[config.mk]
export PLATFORM = sky130hd
export DESIGN_NAME = state_config_timer_pwm
export DESIGN_NICKNAME = d
export VERILOG_FILES = /design/src/verilog/timer_pkg.sv /design/src/verilog/state_config_timer_pwm.sv
export VERILOG_INCLUDE_DIRS = /design/src /design/src/verilog
export SDC_FILE = /design/constraint.sdc
export NUM_CORES = 2
export LEC_CHECK = 0
export BUFFER_PORTS_ARGS = -buffer_cell sky130_fd_sc_hd__buf_2
export CAP_MARGIN = 20
export CORE_ASPECT_RATIO = 1.2
export CORE_MARGIN = 8
export CORE_UTILIZATION = 55
export CTS_BUF_LIST = sky130_fd_sc_hd__clkbuf_4 sky130_fd_sc_hd__clkbuf_8
export DETAILED_ROUTE_END_ITERATION = 8
export PLACE_DENSITY_LB_ADDON = 0.3
export SLEW_MARGIN = 0
export SYNTH_ARGS = -nofsm -noshare
export SYNTH_HDL_FRONTEND = slang
export SYNTH_SLANG_ARGS = --single-unit
[constraint.sdc]
create_clock -name clock_in -period 6.8 [get_ports clock_in]
set_input_delay 1.02 -clock clock_in [delete_from_list [all_inputs] [get_ports clock_in]]
set_output_delay 1.02 -clock clock_in [all_outputs]
set_load 0.005 [all_outputs]
[src/verilog/timer_params.svh]
`ifndef TIMER_PARAMS_SVH
`define TIMER_PARAMS_SVH
// register byte offsets
`define CFG_ADDR        8'h00
`define CTRL_ADDR       8'h04
`define COUNT_ADDR      8'h08
`define STATE_ADDR      8'h0C
`define INSEL_ADDR      8'h10
`define FLAG_ADDR       8'h14
`define IRQEN_ADDR      8'h18
`define CAPMODE_ADDR    8'h1C
`define DMAEN_ADDR      8'h20
`define OUTTOG_BASE     8'h40
`define MATCH_BASE      8'h80
`define CAPEV_BASE      8'hA0
`define EVCFG_BASE      8'hC0
`define EVSTATE_BASE    8'hE0
// config fields
`define CFG_UNIFY       0
`define CFG_CLKSEL_L    1
`define CFG_CKIN_LSB    3
`define CFG_BIDIR_L     6
`define CFG_AUTOLIM_L   8
`define CFG_ADCSEL_LSB  10
// control fields, high counter bits sit at +2 (halt/stop) and +1 (dir)
`define CTRL_HALT_L     0
`define CTRL_STOP_L     1
`define CTRL_DIR_L      4
// reset values
`define CFG_RESET       32'h00000001
`define CTRL_RESET      6'h05
`endif

[src/verilog/timer_pkg.sv]
package timer_pkg;
    typedef struct packed {
        logic [7:0]  addr;
        logic [31:0] wdata;
        logic        we;
        logic        re;
    } bus_req_s;

    typedef struct packed {
        logic adc_thr;
        logic cmp_out;
        logic core_event_out;
        logic cpu_halt_indicator;
    } int_src_s;

    typedef enum logic [1:0] {IO_LOW, IO_RISE, IO_FALL, IO_HIGH} io_cond_e;
    typedef enum logic [1:0] {COMB_OR, COMB_MATCH, COMB_IO, COMB_AND} ev_comb_e;
    typedef enum logic [1:0] {DIR_ANY, DIR_UP, DIR_DOWN, DIR_ANY_ALT} dir_qual_e;

    typedef struct packed {
        logic [6:0] rsvd_hi;
        logic [2:0] next_state;
        logic       load_state;
        logic       reverse;
        logic       stop;
        logic       start;
        logic       halt;
        logic       limit;
        logic       hold;
        dir_qual_e  dir_qual;
        ev_comb_e   combine;
        logic [2:0] io_idx;
        logic       io_is_out;
        io_cond_e   io_cond;
        logic       hsel;
        logic       rsvd_lo;
        logic [2:0] match_sel;
    } ev_cfg_s;
endpackage

[src/verilog/state_config_timer_pwm.sv]
// How it works
// - one 32-bit or two 16-bit counters
// - eight registers, each match or capture
// - five inputs, fifth tied to clock source
// - same eight sources on every input selector
// - six outputs toward the switch matrix
// - count on system clock or input edge
// - count up only or up-down
// - match drives irq, counter actions, toggles
// - events copy counter into capture register
// - toggled outputs give PWM, shared period
// - events from match, io, or both
// - events limit, halt, start, stop, reverse
// - events move state, toggle, irq, dma
// - match 0 as automatic limit
// - events qualified by count direction
// - match may stay pending until event
// - eight states gate the enabled events
// - state survives wraps, changes by events
// - selected output triggers the converter
`timescale 1ns/1ns
`include "timer_params.svh"

module state_config_timer_pwm #(
    parameter int NUM_EV    = 8,
    parameter int NUM_MATCH = 8,
    parameter int NUM_OUT   = 6
) (
    input  wire logic                clock_in,
    input  wire logic                rst_n_in,
    input  wire logic                ce_in,
    input  wire timer_pkg::bus_req_s bus_in,
    output logic [31:0]              rdata_out,
    input  wire logic [3:0]          pin_in,
    input  wire logic                clk_src_in,
    input  wire timer_pkg::int_src_s int_src_in,
    output logic [NUM_OUT-1:0]       out_out,
    output logic                     adc_trig_out,
    output logic                     irq_out,
    output logic                     dma_req_out
);
    import timer_pkg::*;
    logic [31:0]          cfg_q, cfg_d, cnt_q, cnt_d, rdata_q, rdata_d;
    logic [5:0]           ctrl_q, ctrl_d;
    logic [2:0]           state_q, state_d;
    logic [11:0]          insel_q, insel_d;
    logic [NUM_EV-1:0]    flag_q, flag_d, irqen_q, irqen_d, dmaen_q, dmaen_d, pend_q, pend_d;
    logic [NUM_MATCH-1:0] capmode_q, capmode_d;
    logic [NUM_EV-1:0]    outtog_q [NUM_OUT];
    logic [NUM_EV-1:0]    outtog_d [NUM_OUT];
    logic [31:0]          match_q [NUM_MATCH];
    logic [31:0]          match_d [NUM_MATCH];
    logic [NUM_EV-1:0]    capev_q [NUM_MATCH];
    logic [NUM_EV-1:0]    capev_d [NUM_MATCH];
    ev_cfg_s              evcfg_q [NUM_EV];
    ev_cfg_s              evcfg_d [NUM_EV];
    logic [7:0]           evst_q [NUM_EV];
    logic [7:0]           evst_d [NUM_EV];
    logic [4:0]           in_q, in_now;
    logic [NUM_OUT-1:0]   out_q, out_d, outp_q;
    logic                 irq_q, irq_d, dma_q, dma_d, adc_q, adc_d;
    logic [7:0]           in_pad, inp_pad, out_pad, outp_pad;
    logic [NUM_MATCH-1:0] hit [2];
    logic [NUM_EV-1:0]    fire, raw_m;
    logic [1:0]           tick, run, auto_hit;
    logic [1:0]           act_lim, act_halt, act_start, act_stop, act_rev;
    logic                 unify, ev_ctl_any, load_any;
    logic                 cnt_wr, ctrl_wr, state_wr, flag_wr;
    logic [2:0]           idx, ckin, adc_sel;
    function automatic logic [31:0] half_val(input logic [31:0] v, input logic u, input logic h);
        return u ? v : (h ? {16'h0000, v[31:16]} : {16'h0000, v[15:0]});
    endfunction
    function automatic logic in_blk(input logic [7:0] a, input logic [7:0] base);
        return a[7:5] == base[7:5];
    endfunction
    function automatic logic src_pick(input logic [2:0] sel, input logic [3:0] pins, input int_src_s s);
        logic r;
        r = pins[sel[1:0]];
        if (sel[2]) begin
            case (sel[1:0])
                2'h0: r = s.adc_thr;
                2'h1: r = s.cmp_out;
                2'h2: r = s.core_event_out;
                default: r = s.cpu_halt_indicator;
            endcase
        end
        return r;
    endfunction
    assign idx      = bus_in.addr[4:2];
    assign cnt_wr   = bus_in.we && (bus_in.addr == `COUNT_ADDR);
    assign ctrl_wr  = bus_in.we && (bus_in.addr == `CTRL_ADDR);
    assign state_wr = bus_in.we && (bus_in.addr == `STATE_ADDR);
    assign flag_wr  = bus_in.we && (bus_in.addr == `FLAG_ADDR);
    assign unify    = cfg_q[`CFG_UNIFY];
    assign ckin     = cfg_q[`CFG_CKIN_LSB +: 3];
    assign adc_sel  = cfg_q[`CFG_ADCSEL_LSB +: 3];
    ////////////////////////////////////////////////////////////////////////////
    // input selection and event evaluation
    always_comb begin
        ev_cfg_s c;
        logic    h, m, cur, prv, io, cmb, dok;
        c   = '0;
        {h, m, cur, prv, io, cmb, dok} = 7'h00;
        for (int i = 0; i < 4; i++) begin
            in_now[i] = src_pick(insel_q[3*i +: 3], pin_in, int_src_in);
        end
        in_now[4] = clk_src_in;
        in_pad    = 8'(in_now);
        inp_pad   = 8'(in_q);
        out_pad   = 8'(out_q);
        outp_pad  = 8'(outp_q);
        for (int k = 0; k < 2; k++) begin
            tick[k] = cfg_q[`CFG_CLKSEL_L + k] ? (in_pad[ckin] & ~inp_pad[ckin]) : 1'b1;
            run[k]  = tick[k] & ~ctrl_q[`CTRL_HALT_L + 2*k] & ~ctrl_q[`CTRL_STOP_L + 2*k];
            for (int n = 0; n < NUM_MATCH; n++) begin
                hit[k][n] = ~capmode_q[n] &&
                            (half_val(cnt_q, unify, 1'(k)) == half_val(match_q[n], unify, 1'(k)));
            end
            auto_hit[k] = cfg_q[`CFG_AUTOLIM_L + k] & hit[k][0];
        end
        {act_lim, act_halt, act_start, act_stop, act_rev} = 10'h000;
        load_any  = 1'b0;
        for (int e = 0; e < NUM_EV; e++) begin
            c        = evcfg_q[e];
            h        = c.hsel & ~unify;
            raw_m[e] = hit[h][c.match_sel];
            m        = raw_m[e] | pend_q[e];
            cur      = c.io_is_out ? out_pad[c.io_idx] : in_pad[c.io_idx];
            prv      = c.io_is_out ? outp_pad[c.io_idx] : inp_pad[c.io_idx];
            case (c.io_cond)
                IO_LOW:  io = ~cur;
                IO_RISE: io = cur & ~prv;
                IO_FALL: io = ~cur & prv;
                default: io = cur;
            endcase
            case (c.combine)
                COMB_OR:    cmb = m | io;
                COMB_MATCH: cmb = m;
                COMB_IO:    cmb = io;
                default:    cmb = m & io;
            endcase
            case (c.dir_qual)
                DIR_UP:   dok = ~ctrl_q[`CTRL_DIR_L + h];
                DIR_DOWN: dok = ctrl_q[`CTRL_DIR_L + h];
                default:  dok = 1'b1;
            endcase
            fire[e] = cmb & dok & evst_q[e][state_q];
            act_lim[h]   = act_lim[h] | (fire[e] & c.limit);
            act_halt[h]  = act_halt[h] | (fire[e] & c.halt);
            act_start[h] = act_start[h] | (fire[e] & c.start);
            act_stop[h]  = act_stop[h] | (fire[e] & c.stop);
            act_rev[h]   = act_rev[h] | (fire[e] & c.reverse);
            load_any     = load_any | (fire[e] & c.load_state);
        end
        ev_ctl_any = |{act_lim, act_halt, act_start, act_stop, act_rev};
    end
    ////////////////////////////////////////////////////////////////////////////
    // next values: bus writes, counters, state, flags, outputs
    always_comb begin
        logic [31:0] v, mx, nv;
        logic [5:0]  base;
        logic        dn, lim;
        {v, mx, nv} = 96'h0;
        base        = ctrl_q;
        {dn, lim}   = 2'h0;
        cfg_d     = cfg_q;
        insel_d   = insel_q;
        irqen_d   = irqen_q;
        dmaen_d   = dmaen_q;
        capmode_d = capmode_q;
        outtog_d  = outtog_q;
        match_d   = match_q;
        capev_d   = capev_q;
        evcfg_d   = evcfg_q;
        evst_d    = evst_q;
        if (bus_in.we) begin
            if (bus_in.addr == `CFG_ADDR) begin
                cfg_d = bus_in.wdata;
            end else if (bus_in.addr == `INSEL_ADDR) begin
                insel_d = bus_in.wdata[11:0];
            end else if (bus_in.addr == `IRQEN_ADDR) begin
                irqen_d = bus_in.wdata[NUM_EV-1:0];
            end else if (bus_in.addr == `CAPMODE_ADDR) begin
                capmode_d = bus_in.wdata[NUM_MATCH-1:0];
            end else if (bus_in.addr == `DMAEN_ADDR) begin
                dmaen_d = bus_in.wdata[NUM_EV-1:0];
            end else if (in_blk(bus_in.addr, `OUTTOG_BASE) && idx < NUM_OUT) begin
                outtog_d[idx] = bus_in.wdata[NUM_EV-1:0];
            end else if (in_blk(bus_in.addr, `MATCH_BASE)) begin
                match_d[idx] = bus_in.wdata;
            end else if (in_blk(bus_in.addr, `CAPEV_BASE)) begin
                capev_d[idx] = bus_in.wdata[NUM_EV-1:0];
            end else if (in_blk(bus_in.addr, `EVCFG_BASE)) begin
                evcfg_d[idx] = ev_cfg_s'(bus_in.wdata);
            end else if (in_blk(bus_in.addr, `EVSTATE_BASE)) begin
                evst_d[idx] = bus_in.wdata[7:0];
            end
        end
        if (ctrl_wr) begin
            base[3:0] = bus_in.wdata[3:0];
        end
        ctrl_d = base;
        cnt_d  = cnt_q;
        for (int k = 0; k < 2; k++) begin
            if (k == 0 || !unify) begin
                v   = half_val(cnt_q, unify, 1'(k));
                mx  = unify ? 32'hFFFFFFFF : 32'h0000FFFF;
                dn  = ctrl_q[`CTRL_DIR_L + k];
                lim = act_lim[k] | auto_hit[k];
                nv  = v;
                if (run[k]) begin
                    if (!dn) begin
                        if (lim || v == mx) begin
                            if (cfg_q[`CFG_BIDIR_L + k]) begin
                                dn = 1'b1;
                                nv = v - 32'h1;
                            end else begin
                                nv = 32'h0;
                            end
                        end else begin
                            nv = v + 32'h1;
                        end
                    end else if (v == 32'h0) begin
                        dn = 1'b0;
                        nv = 32'h1;
                    end else begin
                        nv = v - 32'h1;
                    end
                end
                nv = nv & mx;
                ctrl_d[`CTRL_DIR_L + k]  = dn ^ act_rev[k];
                ctrl_d[`CTRL_HALT_L + 2*k] = base[`CTRL_HALT_L + 2*k] | act_halt[k];
                ctrl_d[`CTRL_STOP_L + 2*k] = (base[`CTRL_STOP_L + 2*k] & ~act_start[k]) | act_stop[k];
                if (unify) begin
                    cnt_d = nv;
                end else if (k == 1) begin
                    cnt_d[31:16] = nv[15:0];
                end else begin
                    cnt_d[15:0] = nv[15:0];
                end
            end
        end
        if (cnt_wr) begin
            cnt_d = bus_in.wdata;
        end
        state_d = state_q;
        for (int e = NUM_EV - 1; e >= 0; e--) begin
            if (fire[e] && evcfg_q[e].load_state) begin
                state_d = evcfg_q[e].next_state;
            end
        end
        if (state_wr) begin
            state_d = bus_in.wdata[2:0];
        end
        for (int e = 0; e < NUM_EV; e++) begin
            pend_d[e] = evcfg_q[e].hold & (pend_q[e] | raw_m[e]) & ~fire[e];
        end
        for (int n = 0; n < NUM_MATCH; n++) begin
            if (capmode_q[n] && |(fire & capev_q[n])) begin
                match_d[n] = cnt_q;
            end
        end
        for (int o = 0; o < NUM_OUT; o++) begin
            out_d[o] = out_q[o] ^ (|(fire & outtog_q[o]));
        end
        flag_d = (flag_q & ~(flag_wr ? bus_in.wdata[NUM_EV-1:0] : {NUM_EV{1'b0}})) | fire;
        irq_d  = |(flag_d & irqen_d);
        dma_d  = |(fire & dmaen_q);
        adc_d  = (adc_sel < NUM_OUT) ? out_d[adc_sel] : 1'b0;
        rdata_d = 32'h0;
        if (bus_in.re) begin
            if (bus_in.addr == `CFG_ADDR) begin
                rdata_d = cfg_q;
            end else if (bus_in.addr == `CTRL_ADDR) begin
                rdata_d = 32'(ctrl_q);
            end else if (bus_in.addr == `COUNT_ADDR) begin
                rdata_d = cnt_q;
            end else if (bus_in.addr == `STATE_ADDR) begin
                rdata_d = 32'(state_q);
            end else if (bus_in.addr == `INSEL_ADDR) begin
                rdata_d = 32'(insel_q);
            end else if (bus_in.addr == `FLAG_ADDR) begin
                rdata_d = 32'(flag_q);
            end else if (bus_in.addr == `IRQEN_ADDR) begin
                rdata_d = 32'(irqen_q);
            end else if (bus_in.addr == `CAPMODE_ADDR) begin
                rdata_d = 32'(capmode_q);
            end else if (bus_in.addr == `DMAEN_ADDR) begin
                rdata_d = 32'(dmaen_q);
            end else if (in_blk(bus_in.addr, `OUTTOG_BASE) && idx < NUM_OUT) begin
                rdata_d = 32'(outtog_q[idx]);
            end else if (in_blk(bus_in.addr, `MATCH_BASE)) begin
                rdata_d = match_q[idx];
            end else if (in_blk(bus_in.addr, `CAPEV_BASE)) begin
                rdata_d = 32'(capev_q[idx]);
            end else if (in_blk(bus_in.addr, `EVCFG_BASE)) begin
                rdata_d = 32'(evcfg_q[idx]);
            end else if (in_blk(bus_in.addr, `EVSTATE_BASE)) begin
                rdata_d = 32'(evst_q[idx]);
            end
        end
    end
    ////////////////////////////////////////////////////////////////////////////
    // registers
    always_ff @(posedge clock_in or negedge rst_n_in) begin
        if (!rst_n_in) begin
            cfg_q     <= `CFG_RESET;
            ctrl_q    <= `CTRL_RESET;
            cnt_q     <= 32'h0;
            state_q   <= 3'h0;
            insel_q   <= 12'h000;
            flag_q    <= '0;
            irqen_q   <= '0;
            dmaen_q   <= '0;
            pend_q    <= '0;
            capmode_q <= '0;
            in_q      <= 5'h00;
            out_q     <= '0;
            outp_q    <= '0;
            irq_q     <= 1'b0;
            dma_q     <= 1'b0;
            adc_q     <= 1'b0;
            rdata_q   <= 32'h0;
            outtog_q  <= '{default: '0};
            match_q   <= '{default: 32'h0};
            capev_q   <= '{default: '0};
            evcfg_q   <= '{default: '0};
            evst_q    <= '{default: 8'h00};
        end else if (ce_in) begin
            cfg_q     <= cfg_d;
            ctrl_q    <= ctrl_d;
            cnt_q     <= cnt_d;
            state_q   <= state_d;
            insel_q   <= insel_d;
            flag_q    <= flag_d;
            irqen_q   <= irqen_d;
            dmaen_q   <= dmaen_d;
            pend_q    <= pend_d;
            capmode_q <= capmode_d;
            in_q      <= in_now;
            out_q     <= out_d;
            outp_q    <= out_q;
            irq_q     <= irq_d;
            dma_q     <= dma_d;
            adc_q     <= adc_d;
            rdata_q   <= rdata_d;
            outtog_q  <= outtog_d;
            match_q   <= match_d;
            capev_q   <= capev_d;
            evcfg_q   <= evcfg_d;
            evst_q    <= evst_d;
        end
    end
    assign rdata_out    = rdata_q;
    assign out_out      = out_q;
    assign adc_trig_out = adc_q;
    assign irq_out      = irq_q;
    assign dma_req_out  = dma_q;
endmodule // state_config_timer_pwm

==> out/qor.yml <==
status:
  outcome: "complete, but fails checks"
  violations: "DRC"
logic_synthesis:
  synth_flop_cell: "dfrtp_1"
  synth_area_sq_um: 56100
  async_flop_share_pct: 100
  ys_seq_elements: 865
  synth-edff-count: 0
  netlist_instances: 5533
  synth_nets: 5608
  synth_cell_type_count: 114
  synth.avg_cell_area_sq_um: 10.1
  synth_warnings: 0
  yosysSeqAreaShare_pct: 38.6
timing:
  max_freq_mhz: 156
  worst_pin_slew_ps: 1230
  skew_ps: 45.7
  rsz0062_at_grt: "false"
  min_period_ps: 6420
  setup_violations: 0
  slew-limit-headroom_pct: 17.3
  finalSetupTns_ps: 0
  slew_violations: 0
  period_share_pct: 94.5
  hold_viol_final: 0
setup_path:
  required_ps: 7640
  setup.worst_path.end_class: "flop"
  cp_data_arrival_time_ps: 7270
  ff2ff_path_depth: 16
  path_max_fanout: 12
  crit_type: "reg2reg"
  start_kind: "flop"
die:
  ios: 95
  die-area_sq_um: 112000
  die-height_microns: 366
  start_util_pct: 55.3
  die-width_microns: 308
  fp.coreArea_sq_um: 101000
  num_rows: 128
routing:
  routedWlPerCell_microns: 36.7
  drt_wl_total_microns: 255000
  viasPerCell: 7.51
  via_count: 52223
  drcViolationCount: 1
  drt_iter0_markers: 8488
  detail-route-antenna-nets: 0
  dr.pass1.iters: 9
clocking:
  cts_resized: 0
  cts_buffer_depth: 3
  clk_pin_slew_ps: 70
  htreeDepth: 4
  cts_tree: "done"
  cts-root-buf: "clkbuf_8"
  cts_buffers: 147
  postCtsHoldBufs: 0
  worstSkewPairLatency_ps: 940
  clock_sinks: 865
  post_cts_buffers: 0
grt:
  grtUsageTotal_pct: 44.4
  antenna_found_initial: 19
  grt_pass1_vias: 50502
  grt_pass1_wl_microns: 366000
  grt_max_degree: 166
  grt_overflow_total: 0
layout:
  fill_cells: 8519
  nets: 5538
  final_cell_mix: "dfrtp_1 (862), mux2_2 (537), nor2_1 (490), a21oi_1 (366), o22ai_1 (286)"
  synthToLayoutAreaGrowth_pct: 9.42
  fin_util_pct: 60.5
  layout_commonest_cell: "dfrtp_1"
  layout-drive-gt1-share_pct: 26.1
pwr:
  irDropWorstVdd_mv: 0.230
  leakagePower_nw: 26.3
  p_per_area_nw_per_um2: 300
placement:
  gp_congestion: 1.09
  place_hpwl_microns: 176000
  port_buffers: 94
worst_hold_path:
  worst_hold_path_type: "in2async"
flow_run:
  cap_violations: 0
-- flip-flops by register name, indices dropped and copies added, names as in the netlist, 12 cells and up --
register / cells
rdata_out: 32
evcfg_q: 256
capev_q: 64
evst_q: 64
insel_q: 12
cfg_q: 32
outtog_q: 48
match_q: 256
cnt_q: 32
-- cells by family (layout without fill, tap and decap cells) --
group	after synthesis	after routing	share of synthesized area (%)
AND/OR/NAND/NOR	1429	1429	12.4
AO/OA/AOI/OAI	1360	1360	16.7
multiplexers	904	904	22.5
flip-flops	865	865	38.6
buffers and inverters	681	721	5.13
XOR/XNOR	273	273	4.26
adder cells (fa/ha/maj)	21	21	0.468
other	0	15	0
-- synth_stat cells, drive strengths merged (59+ instances only) --
| cell | n | area share [%] |
|---|---|---|
| dfrtp | 862 | 38 |
| mux2 | 539 | 11 |
| nor2 | 492 | 3.3 |
| a21oi | 377 | 3.5 |
| o22ai | 287 | 3.2 |
| clkbuf | 282 | 1.9 |
| buf | 269 | 2.4 |
| nand2 | 269 | 1.8 |
| mux4 | 230 | 9.2 |
| xnor2 | 157 | 2.5 |
| mux2i | 135 | 2.4 |
| nand3 | 132 | 1.2 |
| inv | 129 | 0.86 |
| o21ai | 118 | 1.1 |
| xor2 | 116 | 1.8 |
| nor3 | 97 | 0.88 |
| nand4 | 70 | 0.78 |
| a22oi | 63 | 0.84 |
| nand2b | 61 | 0.68 |
| nor4 | 59 | 0.67 |
-- final timing paths --
kind,from,slack (ps),end
worst min-delay path,rst_n_in,120,match_q[149]$_DFFE_PN0P_
worst max-delay path,cnt_q[30]$_DFFE_PN0P_,380,cnt_q[20]$_DFFE_PN0P_
worst max register to register,cnt_q[30]$_DFFE_PN0P_,380,cnt_q[20]$_DFFE_PN0P_
max in group asynchronous,rst_n_in,5060,evcfg_q[68]$_DFFE_PN0P_
worst min register to register,rdata_out[1]$_DFFE_PN0P_,470,rdata_out[1]$_DFFE_PN0P_
min in group clock_in,rdata_out[1]$_DFFE_PN0P_,470,rdata_out[1]$_DFFE_PN0P_
-- where the power goes --
| part | internal (W) | switching, W | leakage [nW] |
|---|---|---|---|
| Combinational | 0.00230 | 0.00394 | 13.0 |
| Clock | 0.00289 | 0.00241 | 1.72 |
| Sequential | 0.00574 | 0.00114 | 11.6 |
-- critical path, cell delays in order, from the launching register on --
cell and delay (ps):
dfrtp_1 810, xor2_1 140, nor4_1 970, o221ai_1 680
nor4b_2 420, buf_4 220, a21oi_1 160, o311a_1 380
a2bb2oi_1 290, a211oi_1 200, nor2_2 160, buf_4 180
a32o_1 500, o21ai_1 240, o21ai_1 500, a2111oi_0 200
a211oi_1 260
-- metal layers --
layer | routed length [microns] | GRT usage [%] | vias to the layer above | share of wire [%]
li1 | - | - | 20660 | -
met5 | 96 | 0 | - | 0.038
met2 | 109000 | 64.6 | 4444 | 43
met4 | 26200 | 34.9 | 14 | 10
met3 | 34300 | 15.8 | 1318 | 13
met1 | 85800 | 53.2 | 25787 | 34
-- layout make-up --
cell class / count / area (sq um) / share of cell area (%)
Multi-Input combinational cell: 3987 / 31700 / 51.6
Sequential cell: 865 / 21700 / 35.3
Tap cell: 1365 / 1710 / 2.78
Inverter: 130 / 489 / 0.797
Clock buffer: 226 / 2850 / 4.65
Timing Repair Buffer: 332 / 2570 / 4.19
Clock inverter: 33 / 397 / 0.646
Antenna cell: 15 / 37.5 / 0.0612
-- stage by stage --
step | hold WS [ps] | worst slack (ps) | area [sq um] | total power (W) | cells
global placement | 462 | 879 | 58000 | 0.0127 | 6675
floorplan | 458 | 2060 | 56100 | 0.0101 | 5533
global route | 165 | 500 | 61300 | 0.0189 | 6943
CTS | 96.1 | 898 | 61300 | 0.0180 | 6936
finish | 124 | 376 | 61400 | 0.0184 | 6953
detailed placement | 468 | 746 | 58100 | 0.0127 | 6677
Power figures use the tool's default switching activity.
